File: src/rtl/gcl_regs.svh
`ifndef GCL_REGS_SVH
`define GCL_REGS_SVH
// register indexes in the configuration space
`define GCL_IDX_CFG1        8'h21
`define GCL_IDX_CFG2        8'h22
`define GCL_IDX_FDIS        8'h26
`define GCL_IDX_REVID       8'h27
`define GCL_IDX_CLK         8'h29
// reset values
`define GCL_CFG1_RST        8'h11
`define GCL_CFG2_RST        8'h00
`define GCL_FDIS_RST        8'h00
`define GCL_CLK_RST         8'h00
// system_config_one fields
`define GCL_C1_MUXLOCK      7
`define GCL_C1_PORTLOCK     6
`define GCL_C1_FIXED        2'b01
`define GCL_C1_WAIT_HI      3
`define GCL_C1_WAIT_LO      2
`define GCL_C1_SOFT_RESET_TRIGGER        1
`define GCL_C1_GLOBAL_DEVICE_ENABLE       0
// system_config_two fields
`define GCL_C2_POL          7
`define GCL_C2_DRV          6
`define GCL_C2_TACH2        5
`define GCL_C2_TACH1        4
`define GCL_C2_DDC          0
// fast_disable_config fields
`define GCL_FD_LOCK         7
`define GCL_FD_SCR_HI       6
`define GCL_FD_SCR_LO       5
`define GCL_FD_SER          3
`define GCL_FD_PAR          1
`define GCL_FD_FDC          0
// clock_gen_control fields
`define GCL_CK_EN           7
`define GCL_CK_VALID        4
// wait state counts per code
`define GCL_WAIT_0          4'h0
`define GCL_WAIT_1          4'h2
`define GCL_WAIT_2          4'h6
`define GCL_WAIT_3          4'hc
// final settle count value; valid rises 65 cycles after the generator enable is set
`define GCL_CK_SETTLE       8'h3f
`endif

File: src/rtl/gcl_pkg.sv
`default_nettype none
package gcl_pkg;
  // clock generator bring-up states
  typedef enum logic [2:0] {
    GCL_CK_OFF    = 3'b001,
    GCL_CK_SETTLE = 3'b010,
    GCL_CK_RUN    = 3'b100
  } gcl_ck_state_t;
endpackage : gcl_pkg
`default_nettype wire

File: src/rtl/gcl_config_regs.sv
`timescale 1ns/1ps
`default_nettype none
`include "gcl_regs.svh"
module gcl_config_regs
  import gcl_pkg::*;
#(
  parameter logic [2:0] CHIP_ID  = 3'h5,  // arbitrary identity value
  parameter logic [4:0] CHIP_REV = 5'h01  // arbitrary revision value
) (
  input  wire logic       clk_sys_i,
  input  wire logic       arst_n_i,
  input  wire logic       cfg_wr_i,
  input  wire logic [7:0] cfg_idx_i,
  input  wire logic [7:0] cfg_wdata_i,
  output logic      [7:0] cfg_rdata_o,
  input  wire logic [2:0] dev_activate_i,
  input  wire logic       wake_event_i,
  output logic      [3:0] io_wait_states_o,
  output logic            soft_reset_trigger_o,
  output logic      [2:0] dev_enable_o,
  output logic      [2:0] dev_runtime_ok_o,
  output logic            pin_port_config_lock_o,
  output logic            wake_event_output_o,
  output logic            wake_event_output_oe_o,
  output logic            wake_event_pullup_en_o,
  output logic            fan2_speed_input_sel_o,
  output logic            fan1_speed_input_sel_o,
  output logic            ddc_or_port_pin_select_o,
  output logic            clock_gen_run_o,
  output logic            clock_gen_valid_o
);

  // ----------------------------------------------------------------
  // reset release
  // ----------------------------------------------------------------
  logic rst_s1_q, rst_n_q;

  // async assert, two-stage synchronous release
  always_ff @(posedge clk_sys_i or negedge arst_n_i) begin
    if (!arst_n_i) begin
      rst_s1_q <= 1'b0;
      rst_n_q  <= 1'b0;
    end else begin
      rst_s1_q <= 1'b1;
      rst_n_q  <= rst_s1_q;
    end
  end

  // ----------------------------------------------------------------
  // register state
  // ----------------------------------------------------------------
  logic       mux_lock_q, port_lock_q, glob_en_q, soft_reset_trigger_q;
  logic [1:0] wait_code_q;
  logic       pol_q, drv_q, tach2_q, tach1_q, ddc_q;
  logic       fd_lock_q, ser_off_q, par_off_q, fdc_off_q;
  logic [1:0] scratch_q;
  logic       ck_en_q, ck_valid_q;
  logic [7:0] ck_cnt_q;
  gcl_ck_state_t ck_st_q;

  // reset images; single fields are picked from them so reset values live in one place
  localparam logic [7:0] CFG1_RST = `GCL_CFG1_RST;
  localparam logic [7:0] CFG2_RST = `GCL_CFG2_RST;
  localparam logic [7:0] FDIS_RST = `GCL_FDIS_RST;
  localparam logic [7:0] CLK_RST  = `GCL_CLK_RST;

  logic wr1, wr2, wr6, wr9;
  assign wr1 = cfg_wr_i && (cfg_idx_i == `GCL_IDX_CFG1);
  assign wr2 = cfg_wr_i && (cfg_idx_i == `GCL_IDX_CFG2);
  assign wr6 = cfg_wr_i && (cfg_idx_i == `GCL_IDX_FDIS);
  assign wr9 = cfg_wr_i && (cfg_idx_i == `GCL_IDX_CLK);

  // system_config_one; fixed bits are never stored, writes to them ignored
  always_ff @(posedge clk_sys_i or negedge rst_n_q) begin
    if (!rst_n_q) begin
      mux_lock_q  <= CFG1_RST[`GCL_C1_MUXLOCK];
      port_lock_q <= CFG1_RST[`GCL_C1_PORTLOCK];
      wait_code_q <= CFG1_RST[`GCL_C1_WAIT_HI:`GCL_C1_WAIT_LO];
      glob_en_q   <= CFG1_RST[`GCL_C1_GLOBAL_DEVICE_ENABLE];
    end else if (wr1) begin
      if (cfg_wdata_i[`GCL_C1_MUXLOCK]) begin
        mux_lock_q <= 1'b1;
      end
      if (cfg_wdata_i[`GCL_C1_PORTLOCK]) begin
        port_lock_q <= 1'b1;
      end
      if (!mux_lock_q) begin
        wait_code_q <= cfg_wdata_i[`GCL_C1_WAIT_HI:`GCL_C1_WAIT_LO];
      end
      if (!fd_lock_q) begin
        glob_en_q <= cfg_wdata_i[`GCL_C1_GLOBAL_DEVICE_ENABLE];
      end
    end
  end

  // soft reset is a one-cycle strobe, not held so reads see zero
  always_ff @(posedge clk_sys_i or negedge rst_n_q) begin
    if (!rst_n_q) begin
      soft_reset_trigger_q <= CFG1_RST[`GCL_C1_SOFT_RESET_TRIGGER];
    end else begin
      soft_reset_trigger_q <= wr1 && cfg_wdata_i[`GCL_C1_SOFT_RESET_TRIGGER];
    end
  end

  // system_config_two, frozen as a whole by the mux lock
  always_ff @(posedge clk_sys_i or negedge rst_n_q) begin
    if (!rst_n_q) begin
      pol_q   <= CFG2_RST[`GCL_C2_POL];
      drv_q   <= CFG2_RST[`GCL_C2_DRV];
      tach2_q <= CFG2_RST[`GCL_C2_TACH2];
      tach1_q <= CFG2_RST[`GCL_C2_TACH1];
      ddc_q   <= CFG2_RST[`GCL_C2_DDC];
    end else if (wr2 && !mux_lock_q) begin
      pol_q   <= cfg_wdata_i[`GCL_C2_POL];
      drv_q   <= cfg_wdata_i[`GCL_C2_DRV];
      tach2_q <= cfg_wdata_i[`GCL_C2_TACH2];
      tach1_q <= cfg_wdata_i[`GCL_C2_TACH1];
      ddc_q   <= cfg_wdata_i[`GCL_C2_DDC];
    end
  end

  // fast_disable_config; scratch bits ignore the lock
  always_ff @(posedge clk_sys_i or negedge rst_n_q) begin
    if (!rst_n_q) begin
      fd_lock_q <= FDIS_RST[`GCL_FD_LOCK];
      ser_off_q <= FDIS_RST[`GCL_FD_SER];
      par_off_q <= FDIS_RST[`GCL_FD_PAR];
      fdc_off_q <= FDIS_RST[`GCL_FD_FDC];
      scratch_q <= FDIS_RST[`GCL_FD_SCR_HI:`GCL_FD_SCR_LO];
    end else if (wr6) begin
      scratch_q <= cfg_wdata_i[`GCL_FD_SCR_HI:`GCL_FD_SCR_LO];
      if (cfg_wdata_i[`GCL_FD_LOCK]) begin
        fd_lock_q <= 1'b1;
      end
      if (!fd_lock_q) begin
        ser_off_q <= cfg_wdata_i[`GCL_FD_SER];
        par_off_q <= cfg_wdata_i[`GCL_FD_PAR];
        fdc_off_q <= cfg_wdata_i[`GCL_FD_FDC];
      end
    end
  end

  // ----------------------------------------------------------------
  // clock generator
  // ----------------------------------------------------------------
  // enable is write-one-set and is the only writable bit, so it locks itself
  always_ff @(posedge clk_sys_i or negedge rst_n_q) begin
    if (!rst_n_q) begin
      ck_en_q <= CLK_RST[`GCL_CK_EN];
    end else if (wr9 && cfg_wdata_i[`GCL_CK_EN]) begin
      ck_en_q <= 1'b1;
    end
  end

  // output stays frozen through a settle count before valid rises
  always_ff @(posedge clk_sys_i or negedge rst_n_q) begin
    if (!rst_n_q) begin
      ck_st_q    <= GCL_CK_OFF;
      ck_cnt_q   <= 8'h00;
      ck_valid_q <= CLK_RST[`GCL_CK_VALID];
    end else begin
      case (ck_st_q)
        GCL_CK_OFF: begin
          if (ck_en_q) begin
            ck_st_q <= GCL_CK_SETTLE;
          end
        end
        GCL_CK_SETTLE: begin
          ck_cnt_q <= ck_cnt_q + 8'h01;
          if (ck_cnt_q == `GCL_CK_SETTLE) begin
            ck_st_q    <= GCL_CK_RUN;
            ck_valid_q <= 1'b1;
          end
        end
        GCL_CK_RUN: begin
          ck_valid_q <= 1'b1;
        end
        default: begin
          ck_st_q    <= GCL_CK_OFF;
          ck_valid_q <= 1'b0;
        end
      endcase
    end
  end

  // ----------------------------------------------------------------
  // outputs
  // ----------------------------------------------------------------
  // wait count decode
  always_comb begin
    case (wait_code_q)
      2'b00:   io_wait_states_o = `GCL_WAIT_0;
      2'b01:   io_wait_states_o = `GCL_WAIT_1;
      2'b10:   io_wait_states_o = `GCL_WAIT_2;
      default: io_wait_states_o = `GCL_WAIT_3;
    endcase
  end

  logic [2:0] off_vec;
  assign off_vec = {ser_off_q, par_off_q, fdc_off_q};

  // global enable and force-off override per-device activation
  assign dev_enable_o     = dev_activate_i & ~off_vec & {3{glob_en_q}};
  assign dev_runtime_ok_o = dev_enable_o;

  assign soft_reset_trigger_o   = soft_reset_trigger_q;
  assign pin_port_config_lock_o = port_lock_q;

  // open-drain drives only the low level; push-pull always drives
  logic wake_lvl;
  assign wake_lvl               = pol_q ? wake_event_i : ~wake_event_i;
  assign wake_event_output_o    = wake_lvl;
  assign wake_event_output_oe_o = drv_q | ~wake_lvl;
  assign wake_event_pullup_en_o = ~drv_q;

  assign fan2_speed_input_sel_o   = tach2_q;
  assign fan1_speed_input_sel_o   = tach1_q;
  assign ddc_or_port_pin_select_o = ddc_q;
  assign clock_gen_run_o          = ck_en_q;
  assign clock_gen_valid_o        = ck_valid_q;

  // read mux; reserved and unmapped indexes read zero
  always_comb begin
    cfg_rdata_o = 8'h00;
    case (cfg_idx_i)
      `GCL_IDX_CFG1: cfg_rdata_o = {mux_lock_q, port_lock_q, `GCL_C1_FIXED,
                                    wait_code_q, 1'b0, glob_en_q};
      `GCL_IDX_CFG2: cfg_rdata_o = {pol_q, drv_q, tach2_q, tach1_q, 3'h0, ddc_q};
      `GCL_IDX_FDIS: cfg_rdata_o = {fd_lock_q, scratch_q, 1'b0, ser_off_q, 1'b0,
                                    par_off_q, fdc_off_q};
      `GCL_IDX_REVID: cfg_rdata_o = {CHIP_ID, CHIP_REV};
      `GCL_IDX_CLK:  cfg_rdata_o = {ck_en_q, 2'b00, ck_valid_q, 4'h0};
      default:       cfg_rdata_o = 8'h00;
    endcase
  end
endmodule : gcl_config_regs
`default_nettype wire

File: config.mk
export PLATFORM = sky130hd
export DESIGN_NAME = gcl_config_regs
export DESIGN_NICKNAME = d
export VERILOG_FILES = /design/src/rtl/gcl_pkg.sv /design/src/rtl/gcl_config_regs.sv
export VERILOG_INCLUDE_DIRS = /design/src /design/src/rtl
export SDC_FILE = /design/constraint.sdc
export NUM_CORES = 1
export LEC_CHECK = 0
export BUFFER_PORTS_ARGS = -buffer_cell sky130_fd_sc_hd__buf_4
export CAP_MARGIN = 15
export CORE_MARGIN = 8
export CORE_UTILIZATION = 35
export CTS_CLUSTER_DIAMETER = 60
export DETAILED_ROUTE_END_ITERATION = 16
export PLACE_DENSITY = 0.6
export SLEW_MARGIN = 25
export SYNTH_ARGS = -nofsm -noshare
export SYNTH_HDL_FRONTEND = slang
export SYNTH_SLANG_ARGS = --single-unit
File: constraint.sdc
create_clock -name clk_sys_i -period 1.62 [get_ports clk_sys_i]
set_input_delay 0.243 -clock clk_sys_i [delete_from_list [all_inputs] [get_ports clk_sys_i]]
set_output_delay 0.243 -clock clk_sys_i [all_outputs]
set_load 0.05 [all_outputs]
# Word level (Yosys, flattened, before mapping)
# Index checks and enable logic that the tools add are counted.
# classes
addsub,1
multipliers,0
n_div,0
order_cmp,0
n_eq_ne,13
shifts,0
n_mux,8
bitwise_logic,11
n_reduce_logical,17
# op_table
cell,n
equality test 8 x 6 -> 1 bit (second input constant),6
one-hot mux 8 bit (5 select lines),1
AND reduction 2 bit,7
one-hot mux 4 bit (3 select lines),1
one-hot mux 3 bit (3 select lines),1
adder 8 x 1 -> 8 bit (second input constant),1
logical AND 1 bit,7
inverter 1 bit,7
AND 3 bit,2
2-to-1 mux 3 bit,2
!= test 2 bit (second input constant),2
equality test 3 x 1 -> 1 bit (second input constant),1
equality test 3 x 2 -> 1 bit (second input constant),1
equality test 3 bit (second input constant),1
inverter 3 bit,1
one-hot mux 1 bit (3 select lines),1
AND reduction 3 bit,1
equality test 2 x 1 -> 1 bit (second input constant),1
equality test 2 bit (second input constant),1
logical NOT 2 bit,1
2-to-1 mux 1 bit,2
logical NOT 1 bit,1
bitwise OR 1 bit,1
# totals
reg_bits,32
latchBits,0
ram_bits,0
mem_bits_ro,0
output_inout_bits,28
memories,0

# Logic depth before layout (Yosys ltp)
# logic_depth
word_depth,4
ltp_mapped,5

# Worst setup path before layout
# Ideal clock, no wire load.
# synth_path
path_kind,input-to-output
start,in cfg_idx_i[4]
end,out cfg_rdata_o[5]
arrival_ns,2.108
required_ns,1.377
setup_slack_ns,-0.731
path_stages,3
path_buffers,0
cell_sequence,nor4b_4 -> or2b_1 -> a211oi_1
# synth_between
elab_chain_cells,2
# synth_rtl
item,line_no,rtl
"start, declared",gcl_config_regs.sv:13,"input wire logic [7:0] cfg_idx_i,"
equality test 8 x 6 -> 1 bit,gcl_config_regs.sv:225,case (cfg_idx_i)
one-hot mux 8 bit (5 select lines) (*),gcl_config_regs.sv:225,
"end, declared",gcl_config_regs.sv:15,"output logic [7:0] cfg_rdata_o,"
# Mark *: on every way between the ends. The rest lies on a longest branch, timed or not.

# Worst setup path in the final report
# layout_path
start,in cfg_idx_i[7]
end,out cfg_rdata_o[7]
# The elaborated chain is that of the path after synthesis.

==> results.cfg <==
[detailed_routing]
vias = 1354
dr.pass1.iters = 4
drtAntennaViolNets = 0
postRouteWirelength_um = 4090
drc = 0
via_per_inst = 5.01
routedWlPerCell_um = 15.1
drt_iter0_markers = 49

[placed_design]
hpwl_um = 3260
place.gp.congestion = 0.853
place_ws_ns = -0.181
placedCellCount = 258
port_buffers = 49

[floorplanning]
core_area_sq_mm = 0.00463
die-area_sq_mm = 0.00717
fp-row-count = 25
fp.dieW_um = 84.7
io_pins = 51
start_util = 0.357
die_h_um = 84.7

[clock_network]
clkLatencyLatePin_ns = 0.29
clk_path_buf_depth = 2
cts_tree = done
cts-htree-levels = 2
numCtsBuffers = 5
path_clk_slew_ns = 0.06
root_buffer = clkbuf_8
clock_sinks = 32

[worst_setup_path]
arrival_ns = 1.44
cp_max_fo = 4
critPathKind = input pin to primary output
cp.required_ns = 1.38
endpoint_kind = primary output
reg2reg_depth = 2
crit_path_start_kind = input pin

[power]
p_clk_frac = 0.350
power_leakage_nw = 1.22
power_switching_mw = 0.476
p_total_mw = 1.78
power_density_mw_per_mm2 = 738
seqPwrFrac = 0.478
combPwrFrac = 0.172
switching_share = 0.267
internal_power_mw = 1.31
irDropWorstVdd_mv = 0.532

[flow_run]
maxCapViolCount = 0

[timing]
fmax_mhz = 594
fin_ws_ns = -0.0648
skew_ns = 0.00686
finalCriticalPeriod_ns = 1.68
finalHoldViolCount = 0
setup_viol = 3
rsz0062_at_grt = true
slew_violations = 0
period_share = 1.04

[global_route]
grt_pass1_wl_um = 7060
met3_usage = 0.0449
antenna_found_initial = 0
met2_usage = 0.203
grt_pass1_vias = 1445
grt_busiest_layer = met2
met1_usage = 0.140
grt_max_degree = 31
grt-ovfl-total = 0
grt_usage = 0.124

[yosys]
synth_top_area_frac = 0.455
synth_cell_types = 44
synth_area_sq_mm = 0.00165
netlist_instances = 148
ys_seq_elements = 32
avgSynthCellArea_sq_um = 11.2
yosysWarnings = 0
synth_top_flop_cell = dfrtp_1
synth_edf_count = 0
syn-num-nets = 174
yosysSeqAreaShare = 0.486
synth_top_cell_by_area = dfrtp_1
synth.area.top_cells = dfrtp_1 45%, mux2_2 6.1%, mux2_4 4.5%, dfstp_2 3.2%, xnor2_1 3.2%
async_flop_share = 1.00

[status]
status = complete, but fails checks
violations = setup timing

[min_path]
min_path_type = input pin to register
whs_path_depth = 2

[cells_and_area]
finalNetCount = 241
layout_commonest_cell = buf_4
num_antenna_cells = 0
syn2layout_area_growth_pct = 46.4
drive_gt1_frac = 0.514
layout_common_cells = 53 x buf_4, 28 x dfrtp_1, 9 x mux2_2, 9 x buf_6
instances_no_fill = 270
==> power groups by stage <==
stage	clock network (mW)	logic [mW]	registers, mW
after CTS	0.648	0.301	0.854
after floorplan	0	0.142	0.894
after global routing	0.683	0.331	0.858
final	0.624	0.307	0.854
after global placement	0	0.286	0.866
after detailed placement	0	0.290	0.868
==> flip-flops by register name, summed over array words and instances (netlist names) <==
name	count
rst_s1_q	1
glob_en_q	1
fdc_off_q	1
fd_lock_q	1
ck_st_q	3
fan2_speed_input_sel_o	1
pin_port_config_lock_o	1
soft_reset_trigger_o	1
ser_off_q	1
mux_lock_q	1
rst_n_q	1
ddc_or_port_pin_select_o	1
fan1_speed_input_sel_o	1
ck_cnt_q	8
wait_code_q	2
scratch_q	2
pol_q	1
clock_gen_run_o	1
par_off_q	1
drv_q	1
clock_gen_valid_o	1
==> per-stage QoR <==
step / TNS, ns / util / hold slack (ns) / area (sq um)
after floorplan: -0.752 / - / -0.0526 / 1720
after global placement: -1.72 / 0.476 / 0.0261 / 2210
after detailed placement: -2.12 / 0.476 / 0.0270 / 2210
after CTS: -0.161 / 0.515 / 0.166 / 2380
after global routing: -0.175 / 0.522 / 0.172 / 2420
final: -0.0975 / 0.522 / 0.178 / 2420
==> path summary, 6_finish.rpt <==
path,start,end,slack (ns)
min in group asynchronous,rst_n_q$_DFF_PN0_,ck_st_q[2]$_DFFE_PN0P_,0.24
hold reg to reg,rst_n_q$_DFF_PN0_,ck_st_q[2]$_DFFE_PN0P_,0.24
setup reg to reg,mux_lock_q$_DFFE_PN0P_,fan2_speed_input_sel_o$_DFFE_PN0P_,0.15
setup / recovery,cfg_idx_i[7],cfg_rdata_o[7],-0.06
hold / removal,cfg_wdata_i[6],pin_port_config_lock_o$_DFFE_PN0P_,0.18
max in group asynchronous,rst_n_q$_DFF_PN0_,glob_en_q$_DFFE_PN1P_,1.07
==> Yosys cell counts, drive strengths merged (2+ instances only) <==
cell type and number:
dfstp 2, xnor2 6, inv 6, dfrtp 30, a22oi 2, nand2b 5
nand3 3, a21o 4, a21oi 5, nor2b 2, a31oi 2, nor2 11
and2 2, mux2 14, nand2 8, and3b 2, buf 5, and3 5
o21ai 2, xor2 2, nand4 3, conb 2, nor4b 2, ha 3
nor3b 5
==> kinds of logic (layout without fill, tap and decap cells) <==
| family | Yosys count | in the layout | share of synthesized area |
|---|---|---|---|
| flip-flops | 32 | 32 | 0.486 |
| AO/OA/AOI/OAI | 21 | 21 | 0.0871 |
| adder cells (fa/ha/maj) | 3 | 3 | 0.0227 |
| multiplexers | 15 | 15 | 0.113 |
| other | 2 | 2 | 0.00455 |
| AND/OR/NAND/NOR | 55 | 55 | 0.203 |
| XOR/XNOR | 8 | 8 | 0.0424 |
| buffers and inverters | 12 | 80 | 0.0409 |
==> cell type report <==
cell class	count	area, sq um
multi-input cells	104	878
fillers	415	2210
flip-flops and latches	32	806
repair buffers	66	554
clock buffers	8	90.1
inverters	6	22.5
well taps	54	67.6
==> metal layers <==
metal	wire length (um)	up-vias
li1	-	651
met1	1740	653
met2	1990	42
met3	278	8
met4	82	0
met5	0	-
==> critical path: stages <==
cell	delay, ns
buf_6	0.09
nor4b_4	0.30
or2b_4	0.34
a31oi_1	0.17
a41o_2	0.15
buf_8	0.15
==> what timing repair did <==
| item | in CTS | in global routing |
|---|---|---|
| hold buffers | 1 | 0 |
| gates resized for setup | 17 | 6 |
| buffers inserted | 1 | 2 |
| endpoints found under the hold margin | 2 | 0 |
| pin swaps | 1 | 9 |
| setup endpoints to repair | 7 | 7 |
Note: power is estimated with default switching activity, not from simulation.
